[src/hw/fpp_pkg.sv]
package fpp_pkg;
  // File addresses decoded by the port block
  localparam int unsigned          ADDR_W           = 5;
  localparam logic [ADDR_W-1:0]    ADDR_STATUS      = 5'h03;
  localparam logic [ADDR_W-1:0]    ADDR_PORT        = 5'h06;

  localparam int unsigned          PINS             = 4;
  localparam int unsigned          DRV_PINS         = 3;

  // Reset values
  localparam logic [PINS-1:0]      DIR_RST          = 4'hF;
  localparam logic [7:0]           OPT_RST          = 8'hFF;
  localparam logic [PINS-1:0]      LATCH_POR        = 4'h0;

  // Field positions
  localparam int unsigned          STAT_PIN_WAKE    = 7;
  localparam int unsigned          STAT_CMP_WAKE    = 6;
  localparam int unsigned          OPT_PIN_WAKE_DIS = 7;
  localparam int unsigned          OPT_PULLUP_DIS   = 6;
  localparam int unsigned          OPT_TIMER_SRC    = 5;
  localparam int unsigned          PIN_TWO          = 2;

  // Owner of the shared pin two, Gray coded in priority order
  typedef enum logic [1:0] {
    OWN_OSC   = 2'h0,
    OWN_CMP   = 2'h1,
    OWN_TIMER = 2'h3,
    OWN_DIR   = 2'h2
  } fpp_pin2_owner_e;
endpackage

[src/hw/fpp_sync.sv]
`timescale 1ns/100ps
`default_nettype none
module fpp_sync #(
  parameter int unsigned W = 4
) (
  // Clock and reset
  input  wire logic         clk_in,
  input  wire logic         arst_n_in,
  input  wire logic         ce_in,
  // Data
  input  wire logic [W-1:0] d_in,
  output logic      [W-1:0] q_out
);
  logic [W-1:0] meta_q;
  logic [W-1:0] sync_q;

  // First stage is read by the second stage only
  always_ff @(posedge clk_in or negedge arst_n_in) begin
    if (!arst_n_in) begin
      meta_q <= '0;
      sync_q <= '0;
    end else if (ce_in) begin
      meta_q <= d_in;
      sync_q <= meta_q;
    end
  end

  assign q_out = sync_q;
endmodule
`default_nettype wire

[src/hw/fpp_port.sv]
`timescale 1ns/100ps
`default_nettype none
// Contract
// RL1 - Highest-priority active function owns shared pin
// RL2 - Pins zero-two bidirectional, pin three input-only
// RL3 - Direction zero drives latch, one floats pin
// RL4 - Output latch holds until next port write
// RL5 - Inputs unlatched, read returns present level
// RL6 - Port at 06h, upper four bits zero
// RL7 - Status bit seven marks pin-change wake reset
// RL8 - Status bit six marks comparator wake reset
// RL9 - Bit set/clear rewrites pin levels into latches
// RL10 - Write at cycle end, read at start
// RL11 - Software spaces port write and read
// RL12 - Outside never fights an actively driven pin
// RL13 - Reads return pins, never latch contents
// RL14 - Direction write-only, all ones on reset
// RL15 - Direction loaded whole from working register
// RL16 - Latches survive non-power-on resets
module fpp_port
  import fpp_pkg::*;
(
  // Clock, reset, enable
  input  wire logic                        ref_clk_in,
  input  wire logic                        arst_n_in,
  input  wire logic                        ce_in,
  // Reset cause from reset logic, same clock
  input  wire logic                        por_cause_in,
  input  wire logic                        pin_wake_cause_in,
  input  wire logic                        cmp_wake_cause_in,
  // Core file access
  input  wire logic [fpp_pkg::ADDR_W-1:0]  file_addr_in,
  input  wire logic                        file_rd_in,
  input  wire logic                        file_wr_in,
  input  wire logic [7:0]                  file_wdata_in,
  output logic      [7:0]                  file_rdata_out,
  // Bit set/clear on a file
  input  wire logic                        bit_op_in,
  input  wire logic                        bit_set_in,
  input  wire logic [2:0]                  bit_num_in,
  // Direction and option loads from working register
  input  wire logic                        dir_load_in,
  input  wire logic                        opt_load_in,
  input  wire logic [7:0]                  working_in,
  // Overrides from neighbouring functions
  input  wire logic                        osc_quarter_en_in,
  input  wire logic                        osc_quarter_in,
  input  wire logic                        cmp_out_en_in,
  input  wire logic                        comparator_output_in,
  input  wire logic                        cmp_inputs_en_in,
  // Pins
  input  wire logic [fpp_pkg::PINS-1:0]    pin_level_in,
  output logic      [fpp_pkg::DRV_PINS-1:0] pin_out,
  output logic      [fpp_pkg::DRV_PINS-1:0] pin_oe_out,
  // Option bits for timer and pin features
  output logic      [7:0]                  option_out
);
  import fpp_pkg::*;

  logic [PINS-1:0]     pins_sync;
  logic                first_q;
  logic [PINS-1:0]     latch_q;
  logic [PINS-1:0]     latch_d;
  logic [PINS-1:0]     dir_q;
  logic [PINS-1:0]     dir_d;
  logic [7:0]          opt_q;
  logic [7:0]          opt_d;
  logic                pin_wake_flag_q;
  logic                cmp_wake_flag_q;
  logic [7:0]          rdata_q;
  logic [DRV_PINS-1:0] drv_q;
  logic [DRV_PINS-1:0] drv_d;
  logic [DRV_PINS-1:0] oe_q;
  logic [DRV_PINS-1:0] oe_d;
  fpp_pin2_owner_e     owner2;
  logic                port_wr;
  logic                port_bitop;
  logic [7:0]          rmw_byte;

  // Read-modify-write of one bit over a full byte
  function automatic logic [7:0] bit_modify(input logic [7:0] val,
                                            input logic [2:0] num,
                                            input logic       set);
    logic [7:0] res;
    res      = val;
    res[num] = set;
    return res;
  endfunction

  function automatic logic [7:0] port_byte(input logic [PINS-1:0] p);
    return {4'h0, p};
  endfunction

  // Pins are asynchronous to this clock
  fpp_sync #(
    .W (PINS)
  ) u_pin_sync (
    .clk_in    (ref_clk_in),
    .arst_n_in (arst_n_in),
    .ce_in     (ce_in),
    .d_in      (pin_level_in),
    .q_out     (pins_sync)
  );

  assign port_wr    = file_wr_in && (file_addr_in == ADDR_PORT);
  assign port_bitop = bit_op_in && (file_addr_in == ADDR_PORT);
  assign rmw_byte   = bit_modify(port_byte(pins_sync), bit_num_in, bit_set_in);

  // First enabled edge after release; reset cause is caught here
  always_ff @(posedge ref_clk_in or negedge arst_n_in) begin
    if (!arst_n_in) begin
      first_q <= 1'b1;
    end else if (ce_in) begin
      first_q <= 1'b0;
    end
  end

  // Output latch: no async reset so other resets leave it alone
  always_comb begin
    latch_d = latch_q;
    if (first_q && por_cause_in) begin
      latch_d = LATCH_POR; // RL16
    end else if (port_bitop) begin
      // Pin levels, not latch contents, are written back
      latch_d = rmw_byte[PINS-1:0]; // RL9
    end else if (port_wr) begin
      latch_d = file_wdata_in[PINS-1:0]; // RL4
    end
  end

  always_ff @(posedge ref_clk_in) begin
    if (ce_in) begin
      latch_q <= latch_d; // RL4 RL16
    end
  end

  always_comb begin
    dir_d = dir_q;
    if (dir_load_in) begin
      dir_d = working_in[PINS-1:0]; // RL15
    end
  end

  always_ff @(posedge ref_clk_in or negedge arst_n_in) begin
    if (!arst_n_in) begin
      dir_q <= DIR_RST; // RL14
    end else if (ce_in) begin
      dir_q <= dir_d;
    end
  end

  always_comb begin
    opt_d = opt_q;
    if (opt_load_in) begin
      opt_d = working_in;
    end
  end

  always_ff @(posedge ref_clk_in or negedge arst_n_in) begin
    if (!arst_n_in) begin
      opt_q <= OPT_RST;
    end else if (ce_in) begin
      opt_q <= opt_d;
    end
  end

  // Wake cause flags; async reset clears, then the cause is loaded
  always_ff @(posedge ref_clk_in or negedge arst_n_in) begin
    if (!arst_n_in) begin
      pin_wake_flag_q <= 1'b0;
      cmp_wake_flag_q <= 1'b0;
    end else if (ce_in && first_q) begin
      pin_wake_flag_q <= pin_wake_cause_in; // RL7
      cmp_wake_flag_q <= cmp_wake_cause_in; // RL8
    end
  end

  // Read samples pins at the start of the cycle, the edge that takes it
  always_ff @(posedge ref_clk_in or negedge arst_n_in) begin
    if (!arst_n_in) begin
      rdata_q <= 8'h00;
    end else if (ce_in && file_rd_in) begin
      unique case (file_addr_in)
        ADDR_PORT: begin
          rdata_q <= port_byte(pins_sync); // RL5 RL6 RL10 RL13
        end
        ADDR_STATUS: begin
          rdata_q <= {pin_wake_flag_q, cmp_wake_flag_q, 6'h00}; // RL7 RL8
        end
        default: begin
          rdata_q <= 8'h00;
        end
      endcase
    end
  end

  // Pin two ownership in fixed priority
  always_comb begin
    if (osc_quarter_en_in) begin
      owner2 = OWN_OSC; // RL1
    end else if (cmp_out_en_in) begin
      owner2 = OWN_CMP; // RL1
    end else if (opt_d[OPT_TIMER_SRC]) begin
      owner2 = OWN_TIMER; // RL1
    end else begin
      owner2 = OWN_DIR;
    end
  end

  // Drivers follow next-state values so a write reaches pins at cycle end
  always_comb begin
    drv_d = latch_d[DRV_PINS-1:0];
    oe_d  = ~dir_d[DRV_PINS-1:0]; // RL3
    if (cmp_inputs_en_in) begin
      oe_d[1:0] = 2'b00; // RL1
    end
    unique case (owner2)
      OWN_OSC: begin
        drv_d[PIN_TWO] = osc_quarter_in;
        oe_d[PIN_TWO]  = 1'b1;
      end
      OWN_CMP: begin
        drv_d[PIN_TWO] = comparator_output_in;
        oe_d[PIN_TWO]  = 1'b1;
      end
      OWN_TIMER: begin
        oe_d[PIN_TWO]  = 1'b0;
      end
      OWN_DIR: begin
      end
    endcase
  end

  // Pin three has no driver at all; it is input or master clear only
  always_ff @(posedge ref_clk_in or negedge arst_n_in) begin
    if (!arst_n_in) begin
      drv_q <= '0;
      oe_q  <= '0; // RL14
    end else if (ce_in) begin
      drv_q <= drv_d; // RL10
      oe_q  <= oe_d;  // RL2 RL3
    end
  end

  assign file_rdata_out = rdata_q;
  assign pin_out        = drv_q;
  assign pin_oe_out     = oe_q;
  assign option_out     = opt_q;
endmodule
`default_nettype wire

[config.mk]
export PLATFORM = sky130hd
export DESIGN_NAME = fpp_port
export DESIGN_NICKNAME = d
export VERILOG_FILES = /design/src/hw/fpp_pkg.sv /design/src/hw/fpp_sync.sv /design/src/hw/fpp_port.sv
export SDC_FILE = /design/constraint.sdc
export NUM_CORES = 1
export LEC_CHECK = 0
export BUFFER_PORTS_ARGS = -buffer_cell sky130_fd_sc_hd__buf_2
export CORE_UTILIZATION = 30
export CTS_BUF_LIST = sky130_fd_sc_hd__clkbuf_16
export DETAILED_ROUTE_END_ITERATION = 8
export GPL_TIMING_DRIVEN = 0
export SLEW_MARGIN = 20
export SYNTH_ARGS = -nofsm -noshare
export SYNTH_HDL_FRONTEND = slang
export SYNTH_SLANG_ARGS = --single-unit
[constraint.sdc]
create_clock -name ref_clk_in -period 2.2 [get_ports ref_clk_in]
set_clock_uncertainty 0.1 [all_clocks]
set_input_delay 0.44 -clock ref_clk_in [delete_from_list [all_inputs] [get_ports ref_clk_in]]
set_output_delay 0.44 -clock ref_clk_in [all_outputs]
set_load 0.01 [all_outputs]
==> flow_summary_export.csv, run 1 <==
group,metric,value,unit
synthesis,ys_ff_latch,37,
floorplan,start_util,0.311,
layout,n_antenna_cell,0,
cts,clock_path_buffers,2,
synthesis,yosysWarnings,0,
synthesis,ys_types,31,
global_route,antenna_found_initial,0,
cts,root_buffer,"clkbuf_16",
layout,nets,259,
timing,fin_crit,1.67,ns
global_route,grtUsageTotal,0.127,
power,p_leak,1.02,nW
floorplan,row_count,27,
setup_path,critPathArrivalTime,1.58,ns
power,peakVddDrop,0.464,mV
synthesis,netlist_area,1710,µm²
layout,fill_cells,528,
layout,regArea,956,µm²
timing,setup_ws,0.534,ns
layout,multi_input_comb_area,708,µm²
global_route,gr-usage-met2,0.204,
detailed_routing,first_pass_iters,4,
global_route,grt_max_degree,35,
global_route,use_met3,0.0494,
cts,cts_resized,0,
global_route,grt.busiest_layer,"met2",
detailed_routing,drtIter0Drc,60,
cts,cts_buffers,5,
setup_path,critPathMaxStageDelay,0.43,ns
worst_hold_path,hp-class,"input pin to asynchronous set/reset pin",
cts,post_cts_buffers,0,
setup_path,slowest_stage,"or3b_4",
place,dp_slack,0.203,ns
cts,clk-insertion-delay-late,0.28,ns
cts,path_clk_slew,0.05,ns
place,place.detailed.hpwl,2680,µm
global_route,grt_pass1_wl,5950,µm
setup_path,path_cells,"buf_2 > or3b_4 > nor2_4 > a21boi_0 > nor3_1",
flow_run,cap_violations,0,
setup_path,end_kind,"flip-flop",
cts,ctsHoldBuffers,0,
global_route,first_global_vias,1308,
setup_path,critical_path_class,"input pin to flip-flop",
layout,syn2layout_area_growth,31.9,%
layout,drive_gt1_frac,0.502,
cts,cts_tree,"done",
timing,hold_viol,0,
floorplan,pin_count,67,
power,finalPower,1.83,mW
timing,finalSetupViolations,0,
cts,htree_num_levels,2,
timing,period_share,0.757,
floorplan,dieArea,6020,µm²
timing,fmax,600,MHz
setup_path,cp_max_fo,7,
power,pwr_density_cell,809,nW/µm²
setup_path,cp.required,2.12,ns
layout,final_core_util,0.411,
synthesis,synth_ff_type,"dfrtp_1",
place,gp_congestion,0.725,
detailed_routing,drt-total-wl,3490,µm
floorplan,chipWidth,77.6,µm
detailed_routing,wl_per_cell,12.2,µm
floorplan,die_h,77.6,µm
timing,finalSetupTns,0,ns
status,outcome,"completed",
synthesis,synth_edf_count,3,
detailed_routing,vias,1293,
global_route,met1_usage,0.153,
place,io_buffers,58,
timing,slew_violations,0,
floorplan,core,5510,µm²
timing,worst-slew-pin-transition,0.762,ns
synthesis,yosysSeqAreaShare,0.558,
detailed_routing,ant_nets,0,
detailed_routing,remaining_drc_errors,0,
synthesis,syn_inst,148,
detailed_routing,vias_per_cell,4.51,
cts,cts_sinks,37,
timing,grt_setup_unrepaired,"no",
global_route,grt_overflow,0,
synthesis,avgSynthCellArea,11.6,µm²
timing,slew_headroom,0.492,
setup_path,worstSetupStartpointType,"input pin",
synthesis,synthArstFlopShare,0.919,
## power breakdown
group	internal (mW)	switching (mW)	total [mW]
Sequential	0.777	0.0338	0.811
Clock	0.526	0.253	0.779
Combinational	0.124	0.116	0.239
## synthesized netlist by cell type, drive strengths merged, types with 3 or more instances
library cell / n / area (µm²)
buf: 3 / 20.0
clkbuf: 4 / 15.0
dfrtp: 22 / 551
dfstp: 12 / 315
edfxtp: 3 / 90.1
inv: 5 / 18.8
mux2: 24 / 270
mux2i: 4 / 40.0
nand2: 22 / 82.6
nor2: 9 / 41.3
nor2b: 5 / 31.3
nor3: 4 / 31.3
nor3b: 4 / 30.0
o21ai: 9 / 45.0
o22ai: 3 / 18.8
## registers in the layout (all words and copies together), names as in the netlist
name	count
cmp_wake_flag_q	1
dir_q	3
file_rdata_out	6
first_q	1
latch_q	3
option_out	8
pin_oe_out	3
pin_out	3
pin_wake_flag_q	1
u_pin_sync.meta_q	4
u_pin_sync.q_out	4
## logic make-up after synthesis
family / synth area share
and+or+nand+nor: 0.153
DFF: 0.558
muxes: 0.181
AOI/OAI and AO/OA: 0.0745
buffers and inverters: 0.0314
other: 0.00219
## critical path: cells and delay by family
family | cells | cell delay (ns)
and+or+nand+nor | 3 | 0.73
buffers and inverters | 1 | 0.10
AOI/OAI and AO/OA | 1 | 0.31
## cells in the final DEF (no fill, tap or decap), drive strengths merged, types with 5 or more instances in the layout
cell type and instances:
buf 61, inv 6, nor2 9, mux2 24
nand2 22, clkbuf 9, dfrtp 22, nor2b 5
dfstp 12, o21ai 9
## worst paths after layout
| kind | start | end | slack [ns] | depth (start not counted) |
|---|---|---|---|---|
| setup / recovery | file_addr_in[3] | latch_q[1]$_DFFE_PP_ | 0.53 | 5 |
| hold / removal | arst_n_in | pin_out[2]$_DFFE_PN0P_ | 0.14 | 1 |
| setup reg to reg | u_pin_sync.q_out[0]$_DFFE_PN0P_ | latch_q[0]$_DFFE_PP_ | 0.89 | 4 |
| hold reg to reg | file_rdata_out[2]$_DFFE_PN0P_ | file_rdata_out[2]$_DFFE_PN0P_ | 0.38 | 2 |
| max in group asynchronous | arst_n_in | u_pin_sync.q_out[2]$_DFFE_PN0P_ | 1.37 | 1 |
| min in group ref_clk_in | cmp_wake_cause_in | cmp_wake_flag_q$_DFFE_PN0P_ | 0.29 | 2 |
## stage by stage
step | hold slack (ns) | area [µm²] | std cells
after detailed placement | 0.375 | 2100 | 279
final | 0.143 | 2260 | 287
after floorplan | 0.0444 | 1720 | 149
after CTS | 0.167 | 2260 | 287
after global placement | 0.364 | 2100 | 279
after global routing | 0.201 | 2260 | 287
## metal layers
| layer | wire length [µm] | up-vias | share of wire |
|---|---|---|---|
| li1 | - | 645 | - |
| met1 | 1600 | 598 | 0.46 |
| met2 | 1600 | 45 | 0.46 |
| met3 | 264 | 5 | 0.076 |
| met4 | 34 | 0 | 0.0097 |
| met5 | 0 | - | 0 |
## layout make-up
type / instances / area share
Multi-Input combinational cell: 100 / 0.313
Clock buffer: 5 / 0.0553
Buffer: 7 / 0.0155
Timing Repair Buffer: 58 / 0.128
Tap cell: 72 / 0.0398
Clock inverter: 3 / 0.0166
Inverter: 5 / 0.00830
Sequential cell: 37 / 0.423
Note: power is estimated with default switching activity, not from simulation.
==> inputs of run 2 (changes only) <==
==> constraint.sdc (replaced) <==
create_clock -name ref_clk_in -period 1.4 [get_ports ref_clk_in]
set_clock_uncertainty 0.1 [all_clocks]
set_input_delay 0.28 -clock ref_clk_in [delete_from_list [all_inputs] [get_ports ref_clk_in]]
set_output_delay 0.28 -clock ref_clk_in [all_outputs]
set_load 0.01 [all_outputs]
==> flow_summary_export.csv, run 2 (same netlist as run 1, synthesis figures left out) <==
group,metric,value,unit
setup_path,end_kind,"flip-flop",
floorplan,start_util,0.311,
setup_path,cp_max_fo,7,
status,outcome,"completed",
layout,drive_gt1_frac,0.519,
global_route,grt_overflow,0,
cts,post_cts_buffers,0,
worst_hold_path,hp-class,"input pin to flip-flop",
layout,final_core_util,0.411,
layout,largest_reg_flops,8,
setup_path,critPathArrivalTime,1.29,ns
floorplan,row_count,27,
timing,grt_setup_unrepaired,"no",
detailed_routing,routed.top_layer,"met4",
detailed_routing,route.met2.wl,1560,µm
cts,htree_num_levels,2,
setup_path,cp.required,1.33,ns
power,pwr_density_cell,1190,nW/µm²
power,finalPower,2.69,mW
cts,root_buffer,"clkbuf_16",
floorplan,core,5510,µm²
detailed_routing,dr_wl_met3,273,µm
floorplan,die_h,77.6,µm
cts,cts_tree,"done",
timing,slew_headroom,0.506,
timing,hold_viol,0,
layout,mostFrequentLayoutCells,"buf_2, mux2_2, nand2_1, dfrtp_1, dfstp_2",
detailed_routing,vias_per_cell,4.53,
layout,syn2layout_area_growth,31.9,%
place,io_buffers,58,
global_route,first_global_vias,1279,
detailed_routing,drtIter0Drc,58,
layout,fin_cells,288,
place,gp_congestion,0.718,
power,peakVddDrop,0.663,mV
detailed_routing,wl_met1,1560,µm
global_route,antenna_found_initial,0,
detailed_routing,wl_per_cell,12.0,µm
timing,period_share,0.969,
cts,path_clk_slew,0.06,ns
flow_run,cap_violations,0,
timing,fmax,737,MHz
setup_path,critical_path_class,"input pin to flip-flop",
timing,finalSetupViolations,0,
layout,n_antenna_cell,0,
global_route,grt_max_degree,35,
global_route,grtUsageTotal,0.127,
power,p_leak,1.03,nW
cts,cts_buffers,5,
floorplan,dieArea,6020,µm²
timing,slew_violations,0,
place,place.detailed.hpwl,2660,µm
timing,fin_hold_ws,0.132,ns
floorplan,chipWidth,77.6,µm
floorplan,pin_count,67,
place,post-place-cells,279,
detailed_routing,ant_nets,0,
layout,final_common_cell,"buf_2",
detailed_routing,drt-total-wl,3450,µm
detailed_routing,first_pass_iters,4,
detailed_routing,remaining_drc_errors,0,
cts,clock_path_buffers,2,
timing,fin_crit,1.36,ns
timing,worst-slew-pin-transition,0.741,ns
setup_path,worstSetupStartpointType,"input pin",
cts,cts_sinks,37,
layout,nets,260,
cts,clk-insertion-delay-late,0.27,ns
detailed_routing,vias,1306,
global_route,grt_pass1_wl,5840,µm
## run 2: cell types whose count changed in the layout (fill, tap and decap cells not counted), sizes merged
cell	before	now
dlygate4sd3	0	1
clkbuf	9	10
inv	6	7
bufinv	1	0
buf	61	60
## run 2: routing by layer
layer	vias up	track usage
met5	-	0
met4	0	0.0453
met3	5	0.0506
met2	45	0.201
met1	610	0.155
li1	646	-
## run 2: through the flow
stage | setup slack [ns] | TNS (ns) | instance area [µm²]
final | 0.0440 | 0 | 2260
after global routing | 0.00832 | 0 | 2260
after CTS | 0.0409 | 0 | 2260
after detailed placement | -0.255 | -4.45 | 2110
after global placement | -0.249 | -4.19 | 2110
after floorplan | -0.0211 | -0.0422 | 1730
## run 2: area by class of cell
cell class,count,area [µm²]
tap,72,90.1
timing repair buffer,59,300
clock buffer,5,125
clock inverter,3,12.5
buffer,7,40.0
inverter,5,18.8
fill,538,3250
multi-input combinational,100,718
sequential,37,956
## run 2: timing repair
| item | in CTS | in global routing |
|---|---|---|
| resized for setup | 0 | 3 |
| hold endpoints to repair | 10 | 0 |
| hold buffers | 1 | 0 |
| setup endpoints to repair | 0 | 2 |
## run 2: where the power goes
part           internal (mW)  switching (mW)
Clock                  0.642           0.397
Sequential              1.22          0.0507
Combinational          0.199           0.184
## run 2: path summary, 6_finish.rpt
kind	start	end	slack (ns)	cells after the start
max	file_addr_in[4]	latch_q[0]$_DFFE_PP_	0.04	5
min	cmp_wake_cause_in	cmp_wake_flag_q$_DFFE_PN0P_	0.13	2
max reg2reg	u_pin_sync.q_out[2]$_DFFE_PN0P_	latch_q[2]$_DFFE_PP_	0.12	3
min reg2reg	file_rdata_out[2]$_DFFE_PN0P_	file_rdata_out[2]$_DFFE_PN0P_	0.37	2
max in group asynchronous	arst_n_in	u_pin_sync.meta_q[3]$_DFFE_PN0P_	0.22	2
min in group asynchronous	arst_n_in	pin_out[2]$_DFFE_PN0P_	0.51	2
## run 2: critical path, cell delays in order
cell and delay (ns):
buf_2 0.11, or3b_4 0.43, nor2_4 0.17, a21boi_2 0.23
nor3_1 0.07
